### src/rtl/flash_host_pkg.sv
// Constants, command codes and carrier types for the flash erase and status host.
// Assumes a single 10 MHz core clock and an asynchronous parallel flash on the pins.
package flash_host_pkg;

	// ----------------------------------------------------------------------
	// Clock and pin timing.
	// ----------------------------------------------------------------------
	localparam int unsigned CLK_PERIOD_NS = 100; // Core clock period.
	localparam int unsigned RESET_PULSE_MIN_NS = 500; // Least reset low time.
	localparam int unsigned RESET_HIGH_BEFORE_READ_NS = 50; // Least high time before a read.
	localparam int unsigned UNPROTECT_RESET_SETUP_NS = 4000; // Elevated reset before first write.
	localparam int unsigned PROTECT_PULSE_WIDTH_NS = 10000; // Protect write pulse, typical.
	localparam int unsigned UNPROTECT_PULSE_WIDTH_NS = 12000000; // Unprotect pulse, typical.
	localparam int unsigned PULSE_MIN_NS = 100; // Least high-voltage write pulse.
	localparam int unsigned READY_ALGO_NS = 20000; // Longest recovery, algorithm running.
	localparam int unsigned READY_IDLE_NS = 500; // Longest recovery, no algorithm.

	localparam int unsigned CNT_W = 17; // Width of the shared cycle counter.
	typedef logic [CNT_W-1:0] cnt_t; // Cycle count type.

	// Least times round up, longest times round down, none below one cycle.
	localparam cnt_t RST_PULSE_CYC = cnt_t'((RESET_PULSE_MIN_NS + CLK_PERIOD_NS - 1) / CLK_PERIOD_NS);
	localparam cnt_t RST_HIGH_CYC = cnt_t'((RESET_HIGH_BEFORE_READ_NS + CLK_PERIOD_NS - 1)
		/ CLK_PERIOD_NS);
	localparam cnt_t ELEV_SETUP_CYC = cnt_t'((UNPROTECT_RESET_SETUP_NS + CLK_PERIOD_NS - 1)
		/ CLK_PERIOD_NS);
	localparam cnt_t PROT_PULSE_CYC = cnt_t'((PROTECT_PULSE_WIDTH_NS + CLK_PERIOD_NS - 1)
		/ CLK_PERIOD_NS);
	localparam int unsigned UNPROT_PULSE_CYC_DEF = (UNPROTECT_PULSE_WIDTH_NS + CLK_PERIOD_NS - 1)
		/ CLK_PERIOD_NS;
	localparam cnt_t PULSE_MIN_CYC = cnt_t'((PULSE_MIN_NS + CLK_PERIOD_NS - 1) / CLK_PERIOD_NS);
	localparam cnt_t READY_ALGO_CYC = cnt_t'(READY_ALGO_NS / CLK_PERIOD_NS);
	localparam cnt_t READY_IDLE_CYC = cnt_t'(READY_IDLE_NS / CLK_PERIOD_NS);
	localparam cnt_t RD_HOLD_CYC = cnt_t'(5); // Read strobe length, covers the input filter.

	// ----------------------------------------------------------------------
	// Bus layout and erase command sequence.
	// ----------------------------------------------------------------------
	localparam int unsigned ADDR_W = 18; // Word address width.
	localparam int unsigned DATA_W = 16; // Data bus width.
	localparam int unsigned SECTOR_SELECT_LOW_BIT = 12; // Lowest sector select bit.
	localparam int unsigned SECTOR_SELECT_HIGH_BIT = 17; // Highest sector select bit.
	localparam int unsigned POLL_STATUS_BIT = 7; // Reads 0 while erasing, 1 when done.
	localparam int unsigned TOGGLE_STATUS_BIT = 6; // Inverts on each read while busy.
	localparam logic [2:0] ERASE_LAST_STEP = 3'h5; // Six bus writes per sector erase.
	localparam logic [5:0][ADDR_W-1:0] ERASE_ADDR = {18'h00000, 18'h002aa, 18'h00555,
		18'h00555, 18'h002aa, 18'h00555};
	localparam logic [5:0][DATA_W-1:0] ERASE_DATA = {16'h0030, 16'h0055, 16'h00aa,
		16'h0080, 16'h0055, 16'h00aa};
	localparam logic [ADDR_W-1:0] TOGGLE_ADDR = 18'h00000; // Any address serves for toggling.
	localparam logic [5:0] ELEV_AGE_MAX = 6'h3f; // Saturation of the elevated-level age counter.

	// ----------------------------------------------------------------------
	// Commands, states and carriers.
	// ----------------------------------------------------------------------
	typedef enum logic [2:0] {
		OP_ERASE = 3'h0,
		OP_RESET = 3'h1,
		OP_TEMP_ENTER = 3'h2,
		OP_TEMP_EXIT = 3'h3,
		OP_PROTECT = 3'h4,
		OP_UNPROTECT = 3'h5
	} op_e;

	typedef enum logic [3:0] {
		ST_IDLE = 4'h0,
		ST_WR_LOW = 4'h1,
		ST_WR_HIGH = 4'h2,
		ST_RD = 4'h3,
		ST_CHECK = 4'h4,
		ST_RST_LOW = 4'h5,
		ST_RST_WAIT = 4'h6,
		ST_ELEV_SETUP = 4'h7,
		ST_HV_SETUP = 4'h8,
		ST_HV_PULSE = 4'h9,
		ST_HV_END = 4'ha
	} state_e;

	typedef struct packed {
		op_e op; // Operation to run.
		logic [5:0] sector; // Sector select value.
		logic use_toggle; // 1 selects toggle checking, 0 data polling.
	} cmd_s;

	typedef struct packed {
		logic [ADDR_W-1:0] addr; // Address pins.
		logic [DATA_W-1:0] dq_out; // Data pins, driven value.
		logic dq_oe_n; // Low while the host drives the data pins.
		logic ce_n; // Chip enable, active low.
		logic oe_n; // Output enable, active low.
		logic we_n; // Write enable, active low.
		logic reset_n; // Reset pin, active low.
		logic reset_hv; // Raises the reset pin to the elevated voltage level.
		logic prot_line_hv; // Raises the protect voltage line to the elevated level.
	} flash_pins_s;

	localparam flash_pins_s PINS_IDLE = '{addr: 18'h00000, dq_out: 16'h0000, dq_oe_n: 1'b1,
		ce_n: 1'b1, oe_n: 1'b1, we_n: 1'b1, reset_n: 1'b1, reset_hv: 1'b0, prot_line_hv: 1'b0};

endpackage : flash_host_pkg

### src/rtl/flash_in_sync.sv
// Three-stage input filter for pins that come from outside the clock domain.
// Assumes the inputs are asynchronous; output follows once stages two and three agree.
module flash_in_sync #(
	parameter int unsigned W = 1
) (
	input wire logic core_clk_i,
	input wire logic nrst_i,
	input wire logic [W-1:0] d_i,
	output logic [W-1:0] q_o
);

	// ----------------------------------------------------------------------
	// Stages.
	// ----------------------------------------------------------------------
	logic [W-1:0] s1_q; // First stage, read only by the second.
	logic [W-1:0] s2_q; // Second stage.
	logic [W-1:0] s3_q; // Third stage.
	logic [W-1:0] q_q; // Accepted value.
	logic [W-1:0] q_d; // Next accepted value.

	// A bit counts as changed once the second and third stages agree on it.
	always_comb
	begin
		for (int i = 0; i < W; i++)
		begin
			q_d[i] = (s2_q[i] == s3_q[i]) ? s3_q[i] : q_q[i];
		end
	end

	// Registers of the filter.
	always_ff @(posedge core_clk_i)
	begin
		if (!nrst_i)
		begin
			s1_q <= '0;
			s2_q <= '0;
			s3_q <= '0;
			q_q <= '0;
		end
		else
		begin
			s1_q <= d_i;
			s2_q <= s1_q;
			s3_q <= s2_q;
			q_q <= q_d;
		end
	end

	assign q_o = q_q;

endmodule : flash_in_sync

### src/rtl/flash_erase_host.sv
// Host controller that starts sector erases on a parallel flash, watches status,
// pulses the reset pin and runs the sector protect and unprotect pin procedures.
// Assumes one 10 MHz clock; flash pins are asynchronous and filtered on the way in.
//
// Summary of operation
// - Completion found by polling or toggle reads.
// - Toggle reads any address; polling valid address.
// - Hold reset low at least 500 ns.
// - Keep reset high 50 ns before read.
// - Elevated reset held 4 us before write.
// - Protect write pulse at least 100 ns.
// - Unprotect write pulse at least 100 ns.
module flash_erase_host #(
	parameter int unsigned UNPROT_PULSE_CYC = flash_host_pkg::UNPROT_PULSE_CYC_DEF
) (
	input wire logic core_clk_i,
	input wire logic nrst_i,
	input wire logic cmd_valid_i,
	input wire flash_host_pkg::cmd_s cmd_i,
	input wire logic [flash_host_pkg::DATA_W-1:0] dq_i,
	input wire logic algorithm_done_output_i,
	output flash_host_pkg::flash_pins_s flash_o,
	output logic busy_o,
	output logic done_o,
	output logic [flash_host_pkg::DATA_W-1:0] status_o,
	output logic ready_o
);
	import flash_host_pkg::*;

	// ----------------------------------------------------------------------
	// State.
	// ----------------------------------------------------------------------
	state_e state_q, state_d; // Sequencer state.
	cnt_t cnt_q, cnt_d; // Shared cycle counter.
	cnt_t wait_q, wait_d; // Length of the current timed wait.
	logic [2:0] step_q, step_d; // Erase write index.
	cmd_s cmd_q, cmd_d; // Command being run.
	logic [DATA_W-1:0] stat_q, stat_d; // Latest status read.
	logic [DATA_W-1:0] prev_q, prev_d; // Status read before the latest.
	logic have_prev_q, have_prev_d; // A toggle reference has been taken.
	logic algo_q, algo_d; // An erase algorithm is believed running.
	flash_pins_s pins_q, pins_d; // Registered pin values.
	logic busy_q, busy_d; // Sequencer busy.
	logic done_q, done_d; // One-cycle completion pulse.
	logic [DATA_W-1:0] dq_f; // Filtered data pins.
	logic rb_f; // Filtered ready/busy pin, high when ready.
	cnt_t unprot_cyc; // Unprotect pulse length in cycles.

	assign unprot_cyc = cnt_t'(UNPROT_PULSE_CYC);

	// Data and ready/busy pins come from the flash and pass the input filter.
	flash_in_sync #(
		.W(DATA_W + 1)
	) u_in_sync (
		.core_clk_i(core_clk_i),
		.nrst_i(nrst_i),
		.d_i({algorithm_done_output_i, dq_i}),
		.q_o({rb_f, dq_f})
	);

	// ----------------------------------------------------------------------
	// Sequencer next state.
	// ----------------------------------------------------------------------
	always_comb
	begin
		state_d = state_q;
		cnt_d = cnt_q;
		wait_d = wait_q;
		step_d = step_q;
		cmd_d = cmd_q;
		stat_d = stat_q;
		prev_d = prev_q;
		have_prev_d = have_prev_q;
		algo_d = algo_q;
		pins_d = pins_q;
		done_d = 1'b0;
		case (state_q)
			ST_IDLE:
			begin
				// A command is taken only while idle.
				if (cmd_valid_i)
				begin
					cmd_d = cmd_i;
					cnt_d = '0;
					step_d = 3'h0;
					have_prev_d = 1'b0;
					case (cmd_i.op)
						OP_ERASE:
						begin
							// First unlock write; sector goes on the last one.
							pins_d.addr = ERASE_ADDR[0];
							pins_d.dq_out = ERASE_DATA[0];
							pins_d.dq_oe_n = 1'b0;
							pins_d.ce_n = 1'b0;
							pins_d.we_n = 1'b0;
							state_d = ST_WR_LOW;
						end
						OP_RESET:
						begin
							// Reset pin low; a running algorithm needs the long recovery.
							pins_d.reset_n = 1'b0;
							pins_d.reset_hv = 1'b0;
							wait_d = (algo_q || !rb_f) ? READY_ALGO_CYC : READY_IDLE_CYC;
							state_d = ST_RST_LOW;
						end
						OP_TEMP_ENTER:
						begin
							// Reset pin goes to the elevated level before any write.
							pins_d.reset_hv = 1'b1;
							state_d = ST_ELEV_SETUP;
						end
						OP_TEMP_EXIT:
						begin
							// Leave the elevated level and let the pin settle.
							pins_d.reset_hv = 1'b0;
							wait_d = READY_IDLE_CYC;
							state_d = ST_RST_WAIT;
						end
						OP_PROTECT, OP_UNPROTECT:
						begin
							// Protect line to elevated level, sector on the address pins.
							pins_d.prot_line_hv = 1'b1;
							pins_d.ce_n = 1'b0;
							pins_d.addr = {cmd_i.sector, 12'h000};
							state_d = ST_HV_SETUP;
						end
						default:
						begin
							// Unknown operations complete at once.
							done_d = 1'b1;
						end
					endcase
				end
			end
			ST_WR_LOW:
			begin
				// Write strobe ends; data and chip enable release together.
				pins_d.we_n = 1'b1;
				pins_d.ce_n = 1'b1;
				pins_d.dq_oe_n = 1'b1;
				state_d = ST_WR_HIGH;
			end
			ST_WR_HIGH:
			begin
				if (step_q == ERASE_LAST_STEP)
				begin
					// Erase has started; begin status reads.
					algo_d = 1'b1;
					pins_d.ce_n = 1'b0;
					pins_d.oe_n = 1'b0;
					pins_d.addr = cmd_q.use_toggle ? TOGGLE_ADDR
						: {cmd_q.sector, 12'h000};
					cnt_d = '0;
					state_d = ST_RD;
				end
				else
				begin
					// Next write of the sequence; the last one carries the sector.
					step_d = step_q + 3'h1;
					pins_d.addr = (step_q + 3'h1 == ERASE_LAST_STEP)
						? {cmd_q.sector, 12'h000} : ERASE_ADDR[step_q + 3'h1];
					pins_d.dq_out = ERASE_DATA[step_q + 3'h1];
					pins_d.dq_oe_n = 1'b0;
					pins_d.ce_n = 1'b0;
					pins_d.we_n = 1'b0;
					state_d = ST_WR_LOW;
				end
			end
			ST_RD:
			begin
				// Hold the read strobe until the filtered data has settled.
				if (cnt_q == RD_HOLD_CYC - cnt_t'(1))
				begin
					stat_d = dq_f;
					pins_d.oe_n = 1'b1;
					pins_d.ce_n = 1'b1;
					state_d = ST_CHECK;
				end
				else
				begin
					cnt_d = cnt_q + cnt_t'(1);
				end
			end
			ST_CHECK:
			begin
				// Decide completion from the latest status read.
				if (!cmd_q.use_toggle && stat_q[POLL_STATUS_BIT])
				begin
					algo_d = 1'b0;
					done_d = 1'b1;
					state_d = ST_IDLE;
				end
				else if (cmd_q.use_toggle && have_prev_q
					&& (stat_q[TOGGLE_STATUS_BIT] == prev_q[TOGGLE_STATUS_BIT]))
				begin
					algo_d = 1'b0;
					done_d = 1'b1;
					state_d = ST_IDLE;
				end
				else
				begin
					// Still busy: keep a toggle reference and read again.
					prev_d = stat_q;
					have_prev_d = 1'b1;
					pins_d.ce_n = 1'b0;
					pins_d.oe_n = 1'b0;
					cnt_d = '0;
					state_d = ST_RD;
				end
			end
			ST_RST_LOW:
			begin
				// Reset pin stays low for its least pulse width.
				if (cnt_q == RST_PULSE_CYC - cnt_t'(1))
				begin
					pins_d = PINS_IDLE;
					cnt_d = '0;
					algo_d = 1'b0;
					state_d = ST_RST_WAIT;
				end
				else
				begin
					cnt_d = cnt_q + cnt_t'(1);
				end
			end
			ST_RST_WAIT:
			begin
				// Wait for the device to recover; never shorter than the high time.
				if ((cnt_q >= wait_q - cnt_t'(1)) && (cnt_q >= RST_HIGH_CYC))
				begin
					done_d = 1'b1;
					state_d = ST_IDLE;
				end
				else
				begin
					cnt_d = cnt_q + cnt_t'(1);
				end
			end
			ST_ELEV_SETUP:
			begin
				// Elevated reset stands its setup time before the command ends.
				if (cnt_q == ELEV_SETUP_CYC - cnt_t'(1))
				begin
					done_d = 1'b1;
					state_d = ST_IDLE;
				end
				else
				begin
					cnt_d = cnt_q + cnt_t'(1);
				end
			end
			ST_HV_SETUP:
			begin
				// Start the write pulse of the protect or unprotect procedure.
				pins_d.we_n = 1'b0;
				cnt_d = '0;
				state_d = ST_HV_PULSE;
			end
			ST_HV_PULSE:
			begin
				// Protect pulse is the typical figure, unprotect lasts UNPROT_PULSE_CYC; both well above the least width.
				if (cnt_q == ((cmd_q.op == OP_PROTECT) ? PROT_PULSE_CYC : unprot_cyc)
					- cnt_t'(1))
				begin
					pins_d.we_n = 1'b1;
					state_d = ST_HV_END;
				end
				else
				begin
					cnt_d = cnt_q + cnt_t'(1);
				end
			end
			ST_HV_END:
			begin
				// Drop the elevated level after the pulse has ended.
				pins_d.prot_line_hv = 1'b0;
				pins_d.ce_n = 1'b1;
				done_d = 1'b1;
				state_d = ST_IDLE;
			end
			default:
			begin
				pins_d = PINS_IDLE;
				state_d = ST_IDLE;
			end
		endcase
		busy_d = (state_d != ST_IDLE);
	end

	// Registers of the sequencer.
	always_ff @(posedge core_clk_i)
	begin
		if (!nrst_i)
		begin
			state_q <= ST_IDLE;
			cnt_q <= '0;
			wait_q <= '0;
			step_q <= 3'h0;
			cmd_q <= '0;
			stat_q <= '0;
			prev_q <= '0;
			have_prev_q <= 1'b0;
			algo_q <= 1'b0;
			pins_q <= PINS_IDLE;
			busy_q <= 1'b0;
			done_q <= 1'b0;
		end
		else
		begin
			state_q <= state_d;
			cnt_q <= cnt_d;
			wait_q <= wait_d;
			step_q <= step_d;
			cmd_q <= cmd_d;
			stat_q <= stat_d;
			prev_q <= prev_d;
			have_prev_q <= have_prev_d;
			algo_q <= algo_d;
			pins_q <= pins_d;
			busy_q <= busy_d;
			done_q <= done_d;
		end
	end

	assign flash_o = pins_q;
	assign busy_o = busy_q;
	assign done_o = done_q;
	assign status_o = stat_q;
	assign ready_o = rb_f;

	// ----------------------------------------------------------------------
	// Checks.
	// ----------------------------------------------------------------------
	logic [5:0] elev_age_q; // Cycles the reset pin has stood at the elevated level.
	cnt_t wlen_q; // Cycles the write strobe has stood low.

	// Helper counters for pulse and setup checks.
	always_ff @(posedge core_clk_i)
	begin
		if (!nrst_i)
		begin
			elev_age_q <= 6'h00;
			wlen_q <= '0;
		end
		else
		begin
			elev_age_q <= !pins_q.reset_hv ? 6'h00
				: ((elev_age_q == ELEV_AGE_MAX) ? elev_age_q : elev_age_q + 6'h01);
			wlen_q <= pins_q.we_n ? '0 : wlen_q + cnt_t'(1);
		end
	end
endmodule : flash_erase_host

### config.mk
export PLATFORM = sky130hd
export DESIGN_NAME = flash_erase_host
export DESIGN_NICKNAME = d
export VERILOG_FILES = /design/src/rtl/flash_host_pkg.sv /design/src/rtl/flash_in_sync.sv /design/src/rtl/flash_erase_host.sv
export SDC_FILE = /design/constraint.sdc
export NUM_CORES = 1
export LEC_CHECK = 0
export BUFFER_PORTS_ARGS = -buffer_cell sky130_fd_sc_hd__buf_2
export CAP_MARGIN = 20
export CORE_MARGIN = 2
export CORE_UTILIZATION = 52
export DETAILED_ROUTE_END_ITERATION = 16
export GPL_TIMING_DRIVEN = 0
export PLACE_DENSITY = 0.76
export SYNTH_ARGS = -nofsm -noshare
export SYNTH_HDL_FRONTEND = slang
export SYNTH_SLANG_ARGS = --single-unit
### constraint.sdc
create_clock -name core_clk_i -period 2.9 [get_ports core_clk_i]
set_input_delay 0.58 -clock core_clk_i [delete_from_list [all_inputs] [get_ports core_clk_i]]
set_output_delay 0.58 -clock core_clk_i [all_outputs]
set_load 0.1 [all_outputs]
==> impl_results.md <==
* Run status: complete, no violations
* Mean instance size in the synthesized netlist at 8.423 um2
* Synth top area cells: dfxtp_1 43%, a21oi_1 5.7%, nand2_1 5.7%, and2_1 5.0%, ha_1 4.6%
* Max stage delay cell, worst path: or4_4
* Power per Cell Area at between 700 and 800 mW/mm2
* Critical path data arrival time at just over 3000 ps
* Non-Filler Instances at 1104
* Area fraction of the dominant cell type after synthesis at 0.4255
* Die Y-Extent at 118.5 um
* Via Count at between 6000 and 7000
* Combinational power share at 0.303
* Stage delay of the slowest cell on the critical path at just under 600 ps
* Remaining antenna violation count at 0
* Gate count after technology mapping at 810
* Leakage power at about 0.0033 uW
* Final core occ at 0.6614
* Initial Utilization at 0.5363
* Number of inserted diodes at 0
* Sequential cell area fraction in the yosys report at 0.4255
* Total CTS buffers at 17
* Clock tree from TritonCTS: yes
* Fraction of power consumed by sequential logic at 0.342
* Detailed-router iteration count before antenna repair at 5
* Area growth syn-to-layout at 23.33%
* Aggregate global-route resource usage at 0.2538
* NetSw at 2379 uW
* Clock slew seen by the registers of the worst setup and hold paths at around 60 ps
* Most common cell after layout, fill and taps aside: dfxtp_1
* Global placement routability congestion at roughly 0.95
* Post-route worst hold slack at 361.8 ps
* Die Footprint at 0.01405 mm2
* Count of unique library cells instantiated by Yosys at 70
* Number of enable flip-flop cells after synthesis at 0
* Post-Route Setup TNS at 0 ps
* Fraction of power spent switching nets at 0.3704
* Clock sink count at between 100 and 150
* Most used cells in the layout excluding fill and tap cells: 143 x dfxtp_1, 102 x nand2_1, 82 x buf_2
* Final period util at 0.9683
* Post-placement cell count at between 1000 and 1500
* Number of global-route vias before repair at approximately 5800
* Count of H-tree levels built during CTS at 4
* Final setup violation count at 0
* Quantity of I/O buffers inserted on ports at between 70 and 80
* Cell Int Power at around 4000 uW
* Buffers plus inverters on the worst setup path at 2
* Delay-heaviest family, CP: simple AND/OR/NAND/NOR gates
* Worst-skew pair later-pin latency at 420 ps
* Worst rel slew slack at 0.3399
* Average wire per standard cell at ~16 um
* Worst-path fanout max at 10
* CP cell instances: or4_4 > or4b_1 > buf_2 > nor3_1 > o21ai_2 > clkbuf_2 > o21ai_0 > mux2i_1
* Peak clock frequency supported by timing at 0.3561 GHz
* Type of origin of the critical path: flop
* Nets at approximately 970
* Proportion of synthesized flip-flops having asynchronous set or reset at 0
* Core Area at between 0.01 and 0.015 mm2
* HPWL after DPL at 12.28 mm
* Max Buffers Root-to-Sink at 2
* CP Data Required Time at roughly 3200 ps
* Final worst path period need at between 2000 and 3000 ps
* Top-level I/O count at 90
* Crit Path Class: reg2reg
* Max cap viols at 0
* Largest area contributor in the synthesized netlist: dfxtp_1
* Post-route design area at about 0.0084 mm2
* FF+latch count, synth at between 100 and 150
* Total Wirelength at about 18 mm
* Ratio of routed vias to standard cells at between 5 and 6
* Placement Cell Area at 0.007463 mm2
* Slew at the pin closest to its max-slew limit at slightly below 1000 ps
* Count of routing violations after the opening detailed-route iteration at ~600
* Largest net degree at the start of global routing at 17
* Warnings, synthesis at 0
* Prevailing post-synth register cell: dfxtp_1
* Fraction of final layout cells sized beyond drive strength 1 at 0.2200
* Slew Limit Fails at 0
* Global route total overflow at 0
* FP Rows at 41
* Worst setup EP type: flop
* Cell area after synthesis at approximately 0.007 mm2
* Max rail drop VDD at a little under 400 uV
* Path category of the worst min-delay check: in2reg
* Number of antenna violations at the first check in global routing at 0
* Quantity of hold-fixing buffers added after cts at 0
* First-pass GRT wire length at 28.58 mm
* Clk_skew at 6.387 ps
* Number of endpoints with negative hold slack in the final report at 0
* DRC viols at 0
* Die width at 118.5 um
* Root Driver: clkbuf_16
* Fraction of power consumed by the clock network at 0.354
## final timing paths
path,depth (start not counted),start,end,slack (ps)
worst min-delay path,2,dq_i[3],u_in_sync.s1_q[3],360
worst max-delay path,8,cnt_q[8],cnt_q[7],90
worst min register to register,1,u_in_sync.s1_q[2],u_in_sync.s2_q[2],430
worst max register to register,8,cnt_q[8],cnt_q[7],90
## cell usage after synthesis, types with 6 or more instances
cell type  instances
ha_1              25
nand3_1           18
clkbuf_1          42
nand2b_1           8
and2_1            54
a22oi_1            6
a2111oi_0          7
a21oi_1           78
a211oi_1          13
nand2_1          104
dfxtp_1          145
mux2i_1           21
inv_1             18
nor2_1            53
o21ai_0           59
nor3_1            11
buf_4             22
nand4_1            9
o211ai_1          21
and3_1             6
## through the flow
stage	setup slack, ps	power (uW)
after global routing	-8.578	6667
after floorplan	129.2	3724
final	91.79	6424
after CTS	-31.21	6355
after detailed placement	-345.3	4060
after global placement	-309.1	4049
## per-layer routing
| metal | part of all wire | wire (um) | GRT usage | up-vias |
|---|---|---|---|---|
| met3 | 0.089 | 1614 | 0.05840 | 59 |
| li1 | - | - | - | 3070 |
| met1 | 0.42 | 7700 | 0.3337 | 2882 |
| met4 | 0.033 | 595 | 0.1124 | 0 |
| met5 | 0 | 0 | 0 | - |
| met2 | 0.45 | 8212 | 0.3973 | 347 |
## power groups by stage
stage | logic, uW | clock network (uW) | registers, uW
final | 1950 | 2280 | 2200
after global routing | 2060 | 2390 | 2220
after CTS | 1850 | 2310 | 2200
after detailed placement | 1820 | 0 | 2240
after global placement | 1810 | 0 | 2240
after floorplan | 1040 | 0 | 2690
## cells by family (layout without fill, tap and decap cells)
kind of cell | after synthesis | count (layout) | synth area share
multiplexers | 22 | 22 | 0.03246
buffers and inverters | 92 | 205 | 0.06602
XOR/XNOR | 4 | 4 | 0.005136
other | 1 | 9 | 0.0005496
AND/OR/NAND/NOR | 301 | 301 | 0.2254
adder cells (fa/ha/maj) | 25 | 25 | 0.04585
flip-flops | 145 | 145 | 0.4255
AO/OA/AOI/OAI | 220 | 221 | 0.1992
## registers in the layout, summed over array words and instances (netlist names), 2 cells and up
signal and cells:
u_in_sync.s3_q 17, step_q 3, cmd_q 10, wait_q 2
flash_o 20, u_in_sync.q_o 17, cnt_q 17, u_in_sync.s2_q 17
u_in_sync.s1_q 17, status_o 16, state_q 4
## layout make-up
| type | count | area, um2 |
|---|---|---|
| Buffer | 70 | 387.9 |
| Clock buffer | 22 | 474.2 |
| Clock inverter | 10 | 148.9 |
| Fill cell | 1068 | 4308 |
| Inverter | 19 | 75.07 |
| Multi-Input combinational cell | 582 | 3762 |
| Sequential cell | 145 | 2905 |
| Tap cell | 172 | 215.2 |
| Timing Repair Buffer | 83 | 437.9 |
| Timing Repair inverter | 1 | 7.507 |
## what timing repair did
item / CTS / global route
setup endpoints to repair: 31 / 45
resized for setup: 29 / 41
gates cloned: 1 / 1
pin swaps: 1 / 4
buffers inserted: 1 / 3
No activity file was read; power rests on OpenSTA's default activity.
